==> src/rcw_cfg.svh <==
`ifndef RCW_CFG_SVH
`define RCW_CFG_SVH

// ----------------------------------------
// Control word n+2 bit positions
// ----------------------------------------
`define RCW_BIT_WR_SV1 0
`define RCW_BIT_WR_SV2 1
`define RCW_BIT_WR_PV 2
`define RCW_BIT_BCD 3
`define RCW_BIT_RD_SV1 4
`define RCW_BIT_RD_SV2 5
`define RCW_BIT_RD_PV 6
`define RCW_BIT_RUN 8
`define RCW_MODE_LSB 10
`define RCW_MODE_MSB 11

// ----------------------------------------
// Interface status word bits
// ----------------------------------------
`define RCW_STAT_REFRESH 15
`define RCW_STAT_POWER 0

// ----------------------------------------
// Reset values
// ----------------------------------------
`define RCW_VAL_RST 32'h0000_0000
`define RCW_WORD_RST 16'h0000

`endif

==> src/rcw_pkg.sv <==
`default_nettype none
package rcw_pkg;
  // Count mode field encodings
  typedef enum logic [1:0] {
    RCW_MODE_NONE = 2'b00,
    RCW_MODE_UPDN = 2'b01,
    RCW_MODE_PDIR = 2'b10,
    RCW_MODE_QX1 = 2'b11
  } rcw_mode_t;

  // Readback source after priority resolution
  typedef enum logic [1:0] {
    RCW_RB_NONE,
    RCW_RB_SV1,
    RCW_RB_SV2,
    RCW_RB_PV
  } rcw_rb_t;
endpackage
`default_nettype wire

==> src/rcw_core.sv <==
`timescale 1ns/1ps
`default_nettype none
`include "rcw_cfg.svh"

module rcw_core
  import rcw_pkg::*;
(
  input wire logic core_clk_i,
  input wire logic arst_n_i,
  input wire logic [15:0] out_word0_i,
  input wire logic [15:0] out_word1_i,
  input wire logic [15:0] out_word2_i,
  input wire logic unit_power_ok_i,
  input wire logic io_refresh_i,
  input wire logic phase_a_i,
  input wire logic phase_b_i,
  output logic [15:0] if_status0_o,
  output logic [15:0] if_status1_o,
  output logic [15:0] data_word_m_o,
  output logic [15:0] data_word_m1_o,
  output logic ext_out1_o,
  output logic ext_out2_o
);
  // ----------------------------------------
  // Code conversion helpers
  // ----------------------------------------
  // Eight BCD digits to binary; digit values above 9 are taken as read
  function automatic logic [31:0] bcd_to_bin(input logic [31:0] b);
    logic [31:0] acc;
    acc = 32'h0000_0000;
    for (int i = 7; i >= 0; i--) begin
      acc = 32'((acc << 3) + (acc << 1)) + {28'h000_0000, b[i*4 +: 4]};
    end
    return acc;
  endfunction

  // Binary to eight BCD digits; values above 99999999 keep only their low eight digits
  function automatic logic [31:0] bin_to_bcd(input logic [31:0] v);
    logic [31:0] d;
    d = 32'h0000_0000;
    for (int i = 31; i >= 0; i--) begin
      for (int k = 0; k < 8; k++) begin
        if (d[k*4 +: 4] > 4'h4) begin
          d[k*4 +: 4] = d[k*4 +: 4] + 4'h3;
        end
      end
      d = {d[30:0], v[i]};
    end
    return d;
  endfunction

  // Word pair to value, honouring the data code
  function automatic logic [31:0] word_in(input logic [31:0] w, input logic bcd);
    return bcd ? bcd_to_bin(w) : w;
  endfunction

  // ----------------------------------------
  // Reset release
  // ----------------------------------------
  logic rst_meta_q; // First stage, read only by second
  logic rst_n_q; // Released reset used everywhere

  // Two-stage release of the asynchronous reset
  always_ff @(posedge core_clk_i or negedge arst_n_i) begin
    if (!arst_n_i) begin
      rst_meta_q <= 1'b0;
      rst_n_q <= 1'b0;
    end else begin
      rst_meta_q <= 1'b1;
      rst_n_q <= rst_meta_q;
    end
  end

  // ----------------------------------------
  // Control word decode
  // ----------------------------------------
  wire [31:0] wr_pair = {out_word1_i, out_word0_i};
  wire bcd_sel = out_word2_i[`RCW_BIT_BCD];
  wire rcw_mode_t mode_req = rcw_mode_t'(out_word2_i[`RCW_MODE_MSB:`RCW_MODE_LSB]);
  wire run_req = out_word2_i[`RCW_BIT_RUN];
  // Lower bit number wins; any request bit above it is ignored
  wire req_sv1 = out_word2_i[`RCW_BIT_WR_SV1];
  wire req_sv2 = out_word2_i[`RCW_BIT_WR_SV2] & ~req_sv1;
  wire req_pv = out_word2_i[`RCW_BIT_WR_PV] & ~(|out_word2_i[1:0]);
  wire any_wr = |out_word2_i[2:0];
  wire rd_sv1 = out_word2_i[`RCW_BIT_RD_SV1] & ~any_wr;
  wire rd_sv2 = out_word2_i[`RCW_BIT_RD_SV2] & ~any_wr & ~rd_sv1;
  wire rd_pv = out_word2_i[`RCW_BIT_RD_PV] & ~any_wr & ~out_word2_i[`RCW_BIT_RD_SV1]
    & ~out_word2_i[`RCW_BIT_RD_SV2];
  wire rcw_rb_t rb_sel = rd_sv1 ? RCW_RB_SV1 : rd_sv2 ? RCW_RB_SV2 : rd_pv ? RCW_RB_PV : RCW_RB_NONE;
  wire [31:0] wr_val = word_in(wr_pair, bcd_sel);

  // ----------------------------------------
  // Settings and count state
  // ----------------------------------------
  logic [31:0] sv1_q; // Set value 1
  logic [31:0] sv2_q; // Set value 2
  logic [31:0] pv_q; // Present count
  rcw_mode_t mode_q; // Accepted count mode
  logic [31:0] rb_q; // Readback word pair
  logic out1_q; // External output 1
  logic out2_q; // External output 2
  logic up_step; // Step from phase decoder
  logic down_step;

  // Counting only with supply, run bit set and a mode chosen
  wire counting = unit_power_ok_i & run_req & (mode_q != RCW_MODE_NONE);
  wire mode_chg = (mode_req != mode_q);

  rcw_quad u_rcw_quad (
    .core_clk_i(core_clk_i),
    .rst_n_i(rst_n_q),
    .phase_a_i(phase_a_i),
    .phase_b_i(phase_b_i),
    .mode_i(mode_q),
    .up_o(up_step),
    .down_o(down_step)
  );

  // Next count: reload beats clear, clear beats stepping
  logic [31:0] pv_d;
  always_comb begin
    pv_d = pv_q;
    if (req_pv) begin
      pv_d = wr_val;
    end else if (mode_chg && counting) begin
      pv_d = `RCW_VAL_RST;
    end else if (!run_req) begin
      pv_d = `RCW_VAL_RST;
    end else if (counting && up_step) begin
      pv_d = pv_q + 32'h0000_0001;
    end else if (counting && down_step) begin
      pv_d = pv_q - 32'h0000_0001;
    end
  end

  // Settings; supply loss acts like a restart and clears them all
  always_ff @(posedge core_clk_i or negedge rst_n_q) begin
    if (!rst_n_q) begin
      sv1_q <= `RCW_VAL_RST;
      sv2_q <= `RCW_VAL_RST;
      pv_q <= `RCW_VAL_RST;
      mode_q <= RCW_MODE_NONE;
    end else if (!unit_power_ok_i) begin
      sv1_q <= `RCW_VAL_RST;
      sv2_q <= `RCW_VAL_RST;
      pv_q <= `RCW_VAL_RST;
      mode_q <= RCW_MODE_NONE;
    end else begin
      if (req_sv1) begin
        sv1_q <= wr_val;
      end
      if (req_sv2) begin
        sv2_q <= wr_val;
      end
      pv_q <= pv_d;
      mode_q <= mode_req;
    end
  end

  // ----------------------------------------
  // Readback and external outputs
  // ----------------------------------------
  logic [31:0] rb_raw;
  always_comb begin
    case (rb_sel)
      RCW_RB_SV1: rb_raw = sv1_q;
      RCW_RB_SV2: rb_raw = sv2_q;
      RCW_RB_PV: rb_raw = pv_q;
      default: rb_raw = `RCW_VAL_RST;
    endcase
  end

  // Refreshed every cycle so the selected value tracks the count
  always_ff @(posedge core_clk_i or negedge rst_n_q) begin
    if (!rst_n_q) begin
      rb_q <= `RCW_VAL_RST;
      out1_q <= 1'b0;
      out2_q <= 1'b0;
    end else begin
      rb_q <= bcd_sel ? bin_to_bcd(rb_raw) : rb_raw;
      out1_q <= counting & (pv_q >= sv1_q);
      out2_q <= counting & (pv_q >= sv2_q);
    end
  end

  // ----------------------------------------
  // Status words
  // ----------------------------------------
  logic [15:0] st0_q;
  always_ff @(posedge core_clk_i or negedge rst_n_q) begin
    if (!rst_n_q) begin
      st0_q <= `RCW_WORD_RST;
    end else begin
      st0_q <= `RCW_WORD_RST;
      st0_q[`RCW_STAT_REFRESH] <= io_refresh_i & unit_power_ok_i;
      st0_q[`RCW_STAT_POWER] <= unit_power_ok_i;
    end
  end

  // Interface status always leads; unit data follows it
  assign if_status0_o = st0_q;
  assign if_status1_o = `RCW_WORD_RST;
  assign data_word_m_o = rb_q[15:0];
  assign data_word_m1_o = rb_q[31:16];
  assign ext_out1_o = out1_q;
  assign ext_out2_o = out2_q;
endmodule
`default_nettype wire

==> src/rcw_quad.sv <==
`timescale 1ns/1ps
`default_nettype none
// Turns phase inputs into one-cycle up/down steps for the chosen mode
module rcw_quad
  import rcw_pkg::*;
(
  input wire logic core_clk_i,
  input wire logic rst_n_i,
  input wire logic phase_a_i,
  input wire logic phase_b_i,
  input wire rcw_mode_t mode_i,
  output logic up_o,
  output logic down_o
);
  // ----------------------------------------
  // Edge detection
  // ----------------------------------------
  logic a_q; // Previous phase A
  logic b_q; // Previous phase B
  wire a_rise = phase_a_i & ~a_q;
  wire a_fall = ~phase_a_i & a_q;
  wire b_rise = phase_b_i & ~b_q;

  // Previous levels; inputs already synchronous
  always_ff @(posedge core_clk_i or negedge rst_n_i) begin
    if (!rst_n_i) begin
      a_q <= 1'b0;
      b_q <= 1'b0;
    end else begin
      a_q <= phase_a_i;
      b_q <= phase_b_i;
    end
  end

  // Step decode per mode; single-multiplied quadrature uses A edges with B low
  always_comb begin
    up_o = 1'b0;
    down_o = 1'b0;
    case (mode_i)
      RCW_MODE_QX1: begin
        up_o = a_rise & ~phase_b_i;
        down_o = a_fall & ~phase_b_i;
      end
      RCW_MODE_UPDN: begin
        up_o = a_rise;
        down_o = b_rise;
      end
      RCW_MODE_PDIR: begin
        up_o = a_rise & ~phase_b_i;
        down_o = a_rise & phase_b_i;
      end
      default: begin
        // No mode set: no counting
        up_o = 1'b0;
        down_o = 1'b0;
      end
    endcase
  end
endmodule
`default_nettype wire

==> config.mk <==
export PLATFORM = sky130hd
export DESIGN_NAME = rcw_core
export DESIGN_NICKNAME = d
export VERILOG_FILES = /design/src/rcw_pkg.sv /design/src/rcw_core.sv /design/src/rcw_quad.sv
export VERILOG_INCLUDE_DIRS = /design/src
export SDC_FILE = /design/constraint.sdc
export NUM_CORES = 1
export LEC_CHECK = 0
export BUFFER_PORTS_ARGS = -buffer_cell sky130_fd_sc_hd__buf_2
export CAP_MARGIN = 20
export CORE_MARGIN = 3
export CORE_UTILIZATION = 44
export CTS_CLUSTER_DIAMETER = 150
export DETAILED_ROUTE_END_ITERATION = 10
export GPL_TIMING_DRIVEN = 0
export PLACE_DENSITY = 0.57
export SETUP_SLACK_MARGIN = 0.05
export SYNTH_ARGS = -nofsm -noshare
export SYNTH_HDL_FRONTEND = slang
export SYNTH_SLANG_ARGS = --single-unit
==> constraint.sdc <==
create_clock -name core_clk_i -period 11.4 [get_ports core_clk_i]
set_clock_uncertainty 0.15 [all_clocks]
set_input_delay 1.71 -clock core_clk_i [delete_from_list [all_inputs] [get_ports core_clk_i]]
set_output_delay 1.71 -clock core_clk_i [all_outputs]
set_load 0.005 [all_outputs]
# Word level (Yosys, flattened, before mapping)
# Cells that the tools add are included.
# classes
n_addsub	164
order_cmp	150
n_eq_ne	10
n_mux	167
bitwise	29
n_reduce_logical	7
# ops
cell	count
4-bit by 3-bit greater-than comparator with 1-bit output, second input constant	140
4-bit 2-to-1 mux	140
4-bit by 2-bit adder with 4-bit output, second input constant	133
32-bit 2-to-1 mux	12
32-bit case mux with 3 select lines	1
32-bit greater-or-equal comparator	2
32-bit by 1-bit adder with 32-bit output, second input constant	1
32-bit adder	1
32-bit by 4-bit adder with 32-bit output	1
32-bit by 1-bit subtractor with 32-bit output, second input constant	1
31-bit by 30-bit adder with 31-bit output	1
31-bit by 4-bit adder with 31-bit output	1
28-bit by 4-bit adder with 29-bit output	1
27-bit by 25-bit adder with 28-bit output	1
3-bit by 2-bit adder with 4-bit output, second input constant	7
23-bit by 4-bit adder with 24-bit output	1
3-bit by 2-bit adder with 3-bit output, second input constant	8
3-bit greater-than comparator, second input constant	8
3-bit 2-to-1 mux	8
22-bit by 20-bit adder with 23-bit output	1
18-bit by 4-bit adder with 19-bit output	1
1-bit AND	19
17-bit by 15-bit adder with 18-bit output	1
13-bit by 4-bit adder with 14-bit output	1
other kinds (17)	36
# word_totals
ff_bits	138
in_bits	54
out_inout_bits	66

# Depth between registers and ports, before layout
# Gate-level depths: netlist of the first run.
# depth
word_depth	69
mapped_depth	158

# Modules after synthesis
# From an unflattened synthesis of the first run, not the netlist that was laid out.
# unflattened
hier_cells	5042
hier_area_um2	37611.1
# by_module_without_submodules
mod	instances	cells_each	area_per_inst_um2	seq_area_each_um2
rcw_core	1	5025	37443.4	3403.3
rcw_quad	1	17	167.7	50.0

# Least setup slack after synthesis of the first run
# OpenSTA, ideal clock, no wires.
# synth_timing
kind	input to register
startpoint	input out_word2_i[0]
endpoint	register rb_q[26]
arrival_time_ns	31.986
t_required_ns	11.173
setup_slack_ns	-20.813
cell_stages	154
n_path_buf	15
path_cell_list	buf_4 nor4_2 and2_1 buf_2 buf_1 a22oi_1 nand2_1 ha_1 inv_2 a21o_1 a21boi_0 inv_1 ha_1 clkbuf_1 a211o_1 and4_1 inv_2 ha_1 [... 118 more ...] nand2_1 a21oi_1 nand2_1 a21oi_1 a21oi_1 xnor2_1 ha_1 nor2_1 mux2i_1 ha_1 or2_2 o32ai_1 a21oi_1 ha_1 o32ai_1 a211oi_1 mux2_2 a21oi_1
# synth_via
elab_chain_len	69
word_cells_on_any_way	374
cone_classes	add/sub (119); order compare (119); eq/ne (3); mux (124); bitwise (8); reduce/logical (1)
# synth_rtl
element	line_no	source
start, declared	rcw_core.sv:12	input wire logic [15:0] out_word2_i,
3-bit OR reduction *	rcw_core.sv:85	wire any_wr = |out_word2_i[2:0];
1-bit inverter *	rcw_core.sv:86, rcw_core.sv:87, rcw_core.sv:88	
1-bit AND (3 in series)	rcw_core.sv:88	wire rd_pv = out_word2_i[`RCW_BIT_RD_PV] & ~any_wr & ~out_word2_i[`RCW_BIT_RD_SV1]
2-bit 2-to-1 mux (2 in series)	rcw_core.sv:90	wire rcw_rb_t rb_sel = rd_sv1 ? RCW_RB_SV1 : rd_sv2 ? RCW_RB_SV2 : rd_pv ? RCW_RB_PV : RCW_RB_NONE;
2-bit 2-to-1 mux *	rcw_core.sv:90	
2-bit == test / 2-bit by 1-bit == test with 1-bit output (equally long branches)	rcw_core.sv:166	case (rb_sel)
32-bit case mux with 3 select lines *	rcw_core.sv:166	
3-bit by 2-bit adder with 4-bit output / 3-bit greater-than comparator (equally long branches)	rcw_core.sv:44, rcw_core.sv:43	
[... 50 more ...]	n/a	
4-bit 2-to-1 mux	rcw_core.sv:43	if (d[k*4 +: 4] > 4'h4) begin
4-bit by 2-bit adder with 4-bit output / 4-bit by 3-bit greater-than comparator with 1-bit output (equally long branches)	rcw_core.sv:44, rcw_core.sv:43	
4-bit 2-to-1 mux	rcw_core.sv:43	
4-bit by 2-bit adder with 4-bit output / 4-bit by 3-bit greater-than comparator with 1-bit output (equally long branches)	rcw_core.sv:44, rcw_core.sv:43	
4-bit 2-to-1 mux	rcw_core.sv:43	
4-bit by 2-bit adder with 4-bit output / 4-bit by 3-bit greater-than comparator with 1-bit output (equally long branches)	rcw_core.sv:44, rcw_core.sv:43	
4-bit 2-to-1 mux	rcw_core.sv:43	
32-bit 2-to-1 mux *	rcw_core.sv:181	rb_q <= bcd_sel ? bin_to_bcd(rb_raw) : rb_raw;
end signal, assigned	rcw_core.sv:177	rb_q <= `RCW_VAL_RST;
end signal, assigned	rcw_core.sv:181	
end, declared	rcw_core.sv:100	logic [31:0] rb_q;
# Every way passes the cells marked *; elsewhere a longest branch is shown, timed or not.
# A chain may end at the register's enable or synchronous reset.

# Worst setup path in the final report of the first run
# layout_timing
startpoint	input out_word2_i[0]
endpoint	register rb_q[22]
# layout_via
elab_chain_len	69
word_cells_on_any_way	359
cone_classes	add/sub (114); order compare (114); eq/ne (3); mux (119); bitwise (8); reduce/logical (1)
# layout_rtl
element	line_no
3-bit OR reduction *	rcw_core.sv:85
1-bit inverter *	rcw_core.sv:86, rcw_core.sv:87, rcw_core.sv:88
1-bit AND (3 in series)	rcw_core.sv:88
2-bit 2-to-1 mux (2 in series)	rcw_core.sv:90
2-bit 2-to-1 mux *	rcw_core.sv:90
2-bit == test / 2-bit by 1-bit == test with 1-bit output (equally long branches)	rcw_core.sv:166
32-bit case mux with 3 select lines *	rcw_core.sv:166
3-bit by 2-bit adder with 4-bit output / 3-bit greater-than comparator (equally long branches)	rcw_core.sv:44, rcw_core.sv:43
[... 50 more ...]	n/a
4-bit 2-to-1 mux	rcw_core.sv:43
4-bit by 2-bit adder with 4-bit output / 4-bit by 3-bit greater-than comparator with 1-bit output (equally long branches)	rcw_core.sv:44, rcw_core.sv:43
4-bit 2-to-1 mux	rcw_core.sv:43
4-bit by 2-bit adder with 4-bit output / 4-bit by 3-bit greater-than comparator with 1-bit output (equally long branches)	rcw_core.sv:44, rcw_core.sv:43
4-bit 2-to-1 mux	rcw_core.sv:43
4-bit by 2-bit adder with 4-bit output / 4-bit by 3-bit greater-than comparator with 1-bit output (equally long branches)	rcw_core.sv:44, rcw_core.sv:43
4-bit 2-to-1 mux	rcw_core.sv:43
32-bit 2-to-1 mux *	rcw_core.sv:181
# Marked as above.

==> metrics.cfg, run 1 <==
[drt]
drc = 0
drt_wl_total_mm = 132
dr.pass1.iters = 6
ant_nets = 0
first_iter_violations = 3991
num_vias = 43000
wl_per_cell_um = 19.2
viasPerCell = 6.27

[worst_setup_path]
path_max_fanout = 10
r2r_start = pv_q[29]$_DFFE_PN0P_
crit_start = out_word2_i[0]
worstSetupStartpointType = input pin
r2r-end = rb_q[22]$_DFF_PN0_
cp.required_ps = 11640
cp.arrival_ps = 27350
worstSetupPathDepth = 151
worstSetupEndpointType = flop
max_stage_delay_ps = 520
reg2regPathDepth = 147
worst-path-buf-inv = 31
slowest_stage = or4_4
cp_common_cell = ha_4
regToRegSetupSlack_ps = -14580
critPathCapture = rb_q[22]$_DFF_PN0_
crit_type = input pin to flop
crit_family = compound AO/OA/AOI/OAI gates

[clock_tree]
ctsHoldBuffers = 0
numCtsBuffers = 17
clk_latency_ps = 470
cts_root_buf = clkbuf_16
htree_levels = 4
cts_tree = done
cts.clk_slew.worst_paths_ps = 80
max-clock-path-buffers = 2
cts.sinks = 138

[synth]
ys_warn_count = 0
syn_area_per_cell_um2 = 7.36
ys.flop_type = dfrtp_1
synth_async_sr_flop_share = 1.00
synth_cell_types = 147
netlist_area_mm2 = 0.0373
ys_ff_latch = 138
postSynthCellCount = 5072
synth-edff-count = 0
seq_area_frac_synth = 0.0925

[global_route]
grt_pass1_wl_mm = 204
grt_pass1_vias = 39900
track_usage = 0.267
grt_overflow = 0
grt_max_degree = 63
antenna_found_initial = 2

[timing]
finalSetupViolations = 44
finalCritPeriodShare = 2.38
setup_tns_ps = -478640
fmax_mhz = 36.9
slew_violations = 0
maxSlewHeadroom = 0.0734
finalHoldViolCount = 0
worst_slew_pin_slew_ps = 1390
setup_slack_ps = -15710
timing.final.crit_period_ps = 27110
rsz0062_at_grt = yes

[layout]
multi_input_area_mm2 = 0.0372
seqCellArea_mm2 = 0.00346
layout_commonest_cell = buf_4
insertedDiodeCount = 0
fillers = 7366
layout_common_cells = 525 x buf_4, 358 x nand2_1, 337 x nor2_1, 266 x a21oi_1, 263 x ha_1
fin_util = 0.597
nets = 6199
syn_to_final_growth_pct = 34.1
layout-drive-gt1-share = 0.302

[die]
die_area_mm2 = 0.0884
io-pin-count = 120
chipHeight_um = 297
die_w_um = 297
rows = 106
initial_core_util = 0.445
core_mm2 = 0.0838

[status]
status = finished, violations left
violations = negative setup slack

[job]
drv_cap = 0

[place]
port_buffers = 82
gp_congestion = 0.904
hpwl_mm = 89.1

[hold_path]
hold_path_class = flop to asynchronous set/reset pin

[kinds of logic (layout without fill, tap and decap cells)]
kind of cell             count (synthesis)  in the layout  synth area share
XOR/XNOR                               249            249            0.0603
flip-flops                             138            138            0.0925
AO/OA/AOI/OAI                         1856           1856             0.358
adder cells (fa/ha/maj)                433            433             0.148
other                                    2             31          0.000201
AND/OR/NAND/NOR                       1590           1590             0.214
multiplexers                           216            216            0.0609
buffers and inverters                  588           1218            0.0665
[layout make-up]
type                            count  area share
Multi-Input combinational cell   4375       0.742
Timing Repair Buffer              612      0.0940
Sequential cell                   138      0.0690
Buffer                            284      0.0310
Tap cell                         1134      0.0283
Inverter                          290      0.0227
Clock buffer                       20     0.00932
Clock inverter                     12     0.00322
[registers in the layout, indices dropped and copies added (netlist names)]
signal          cells
ext_out1_o          1
ext_out2_o          1
if_status0_o        2
mode_q              2
pv_q               32
rb_q               32
rst_meta_q          1
rst_n_q             1
sv1_q              32
sv2_q              32
u_rcw_quad.a_q      1
u_rcw_quad.b_q      1
[per-stage QoR]
step	hold WS, ps	cell area [um^2]	cells	worst slack, ps
after CTS	156	46700	6731	-15650
final	141	50100	6865	-15710
after global placement	187	40500	6317	-20900
after global routing	181	50100	6865	-16780
after floorplan	181	38700	5101	-16560
after detailed placement	159	40700	6325	-20890
[routing by layer]
metal / up-vias / global-route usage / share of wire
li1: 20700 / - / -
met1: 20600 / 0.363 / 0.45
met2: 1421 / 0.443 / 0.46
met3: 275 / 0.0220 / 0.045
met4: 2 / 0.0946 / 0.045
met5: - / 0 / 0.000099
[worst min-delay path by stage]
stage / start / endpoint / slack (ps) / cells after the start
6_report: rst_n_q$_DFF_PN0_ / rb_q[0]$_DFF_PN0_ / 140 / 0
5_1_grt: rst_n_q$_DFF_PN0_ / pv_q[27]$_DFFE_PN0P_ / 180 / 0
4_1_cts: rst_n_q$_DFF_PN0_ / sv1_q[29]$_DFFE_PN0P_ / 160 / 0
3_5_place_dp: rst_n_q$_DFF_PN0_ / sv1_q[27]$_DFFE_PN0P_ / 160 / 0
3_3_place_gp: rst_meta_q$_DFF_PN0_ / rst_n_q$_DFF_PN0_ / 190 / 0
2_1_floorplan: rst_meta_q$_DFF_PN0_ / rst_n_q$_DFF_PN0_ / 180 / 0
[repair_timing]
action | 4_1_cts | 5_1_grt
gates resized for setup | 447 | 454
cloned | 2 | 0
setup endpoints to repair | 51 | 57
buffers inserted | 377 | 148
pin swaps | 339 | 356
[Yosys cell counts, types with 70 or more instances]
library cell	number	area [um^2]
a211oi_1	110	826
a21o_1	74	556
a21oi_1	377	1890
a31oi_1	74	463
clkbuf_1	176	661
dfrtp_1	138	3450
ha_1	412	5150
inv_1	280	1050
mux2i_1	145	1450
nand2_1	367	1380
nand3_1	160	801
nand4_1	76	475
nor2_1	385	1450
nor3_1	147	736
o211ai_1	70	526
o21ai_0	277	1390
o21bai_1	88	661
xnor2_1	179	1570
Power of run 1 is not shown: default switching activity piles up to over one toggle a cycle in this logic, so the estimate is an artifact.
==> run 2: changes to the inputs <==
GPL_TIMING_DRIVEN = not set   (was 0)
==> run 2 against run 1 <==
Via count up 11%; flip-flop and latch count unchanged; global-route usage up 1.5 points; highest routed layer is now met4; cell count up 17%; non-clock buffer count up 1144; the run still ends with negative setup slack left; routed wire length up 11%; core utilization up 9.7 points.
==> metrics.cfg, run 2 (synthesized netlist as in run 1, its figures left out) <==
[layout]
nets = 7343
insertedDiodeCount = 0
layout_common_cells = 1,923 x buf_4, 358 x nand2_1, 341 x nor2_1, 269 x ha_1, 260 x a21oi_1
layout-drive-gt1-share = 0.430
fillers = 6661
layout_commonest_cell = buf_4
fin_cells = 8009
syn_to_final_growth_pct = 55.9

[drt]
ant_nets = 0
dr.pass1.iters = 6
first_iter_violations = 3464
drt_wl_total_mm = 146
wl_per_cell_um = 18.2
viasPerCell = 5.96
num_vias = 47800
drc = 0

[die]
die_area_mm2 = 0.0884
initial_core_util = 0.445
chipHeight_um = 297
io-pin-count = 120
core_mm2 = 0.0838
die_w_um = 297
rows = 106

[place]
hpwl_mm = 100
placed_cells = 7801
port_buffers = 83
place_ws_ps = -14340
gp_congestion = 0.923

[global_route]
use_met2 = 0.483
grt_pass1_wl_mm = 217
antenna_found_initial = 0
busiest_layer = met2
track_usage = 0.282
gr-usage-met3 = 0.0223
use_met1 = 0.369
grt_overflow = 0
grt_pass1_vias = 45000
grt_max_degree = 70

[clock_tree]
cts.sinks = 138
htree_levels = 4
cts_root_buf = clkbuf_16
clk_latency_ps = 480
cts.clk_slew.worst_paths_ps = 70
cts_tree = done
max-clock-path-buffers = 2
numCtsBuffers = 17

[timing]
finalCritPeriodShare = 2.18
slew_violations = 0
worst_slew_pin_slew_ps = 1360
maxSlewHeadroom = 0.0950
timing.final.crit_period_ps = 24800
finalHoldViolCount = 0
finalSetupViolations = 56
rsz0062_at_grt = yes
setup_tns_ps = -420570
fmax_mhz = 40.3
setup_slack_ps = -13400

[worst_setup_path]
path_max_fanout = 6
max_stage_delay_ps = 540
crit_type = input pin to flop
worstSetupEndpointType = flop
cp_common_cell = ha_4
worstSetupStartpointType = input pin
cp.arrival_ps = 25050
cp.required_ps = 11640
slowest_stage = or4_4

[hold_path]
hold_path_class = flop to asynchronous set/reset pin

[status]
violations = negative setup slack
status = finished, violations left

[job]
drv_cap = 0

[run 2: layout make-up]
| class | instances | area, um^2 | area share |
|---|---|---|---|
| multi-input combinational | 4375 | 36300 | 0.623 |
| timing repair buffer | 2040 | 15300 | 0.263 |
| inverter | 290 | 1110 | 0.0191 |
| sequential | 138 | 3460 | 0.0594 |
| clock inverter | 15 | 184 | 0.00316 |
| tap | 1134 | 1420 | 0.0244 |
| clock buffer | 17 | 425 | 0.00731 |
[run 2: routing by layer]
metal	share of wire	wire (um)
met1	0.42	61900
met2	0.47	68200
met3	0.048	6960
met4	0.062	9070
met5	0	0
[run 2: what timing repair did]
action                     in CTS  in global routing
hold buffers                    0                  0
pin swaps                     267                266
setup endpoints to repair      49                 57
gates resized for setup       295                392
setup buffers                 123                 65
[run 2: path summary, 6_finish.rpt]
| kind | start | endpoint | slack, ps | depth (start not counted) |
|---|---|---|---|---|
| max | out_word2_i[0] | rb_q[14]$_DFF_PN0_ | -13400 | 132 |
| min | rst_n_q$_DFF_PN0_ | sv1_q[28]$_DFFE_PN0P_ | 110 | 0 |
| max reg2reg | pv_q[29]$_DFFE_PN0P_ | rb_q[14]$_DFF_PN0_ | -12330 | 134 |
| min reg2reg | rst_n_q$_DFF_PN0_ | sv1_q[28]$_DFFE_PN0P_ | 110 | 0 |
| max in group asynchronous | rst_n_q$_DFF_PN0_ | rb_q[14]$_DFF_PN0_ | 9040 | 2 |
| min in group core_clk_i | rst_meta_q$_DFF_PN0_ | rst_n_q$_DFF_PN0_ | 210 | 0 |
[run 2: critical path: cells and delay by family]
kind / cells / cell delay, ps
buffers and inverters: 13 / 1000
xor gates and xnor gates: 14 / 2080
and+or+nand+nor: 42 / 7940
AOI/OAI and AO/OA: 36 / 6710
muxes: 4 / 1130
adders and majority gates: 23 / 4550
[run 2: metrics by stage]
| step | instance area (um^2) | utilization | hold slack (ps) |
|---|---|---|---|
| 2_1_floorplan | 38700 | - | 181 |
| 3_3_place_gp | 52400 | 0.625 | 109 |
| 3_5_place_dp | 52400 | 0.625 | 111 |
| 4_1_cts | 55600 | 0.663 | 119 |
| 5_1_grt | 58200 | 0.694 | 138 |
| 6_report | 58200 | 0.694 | 105 |
Power of run 2 is left out for the same reason.
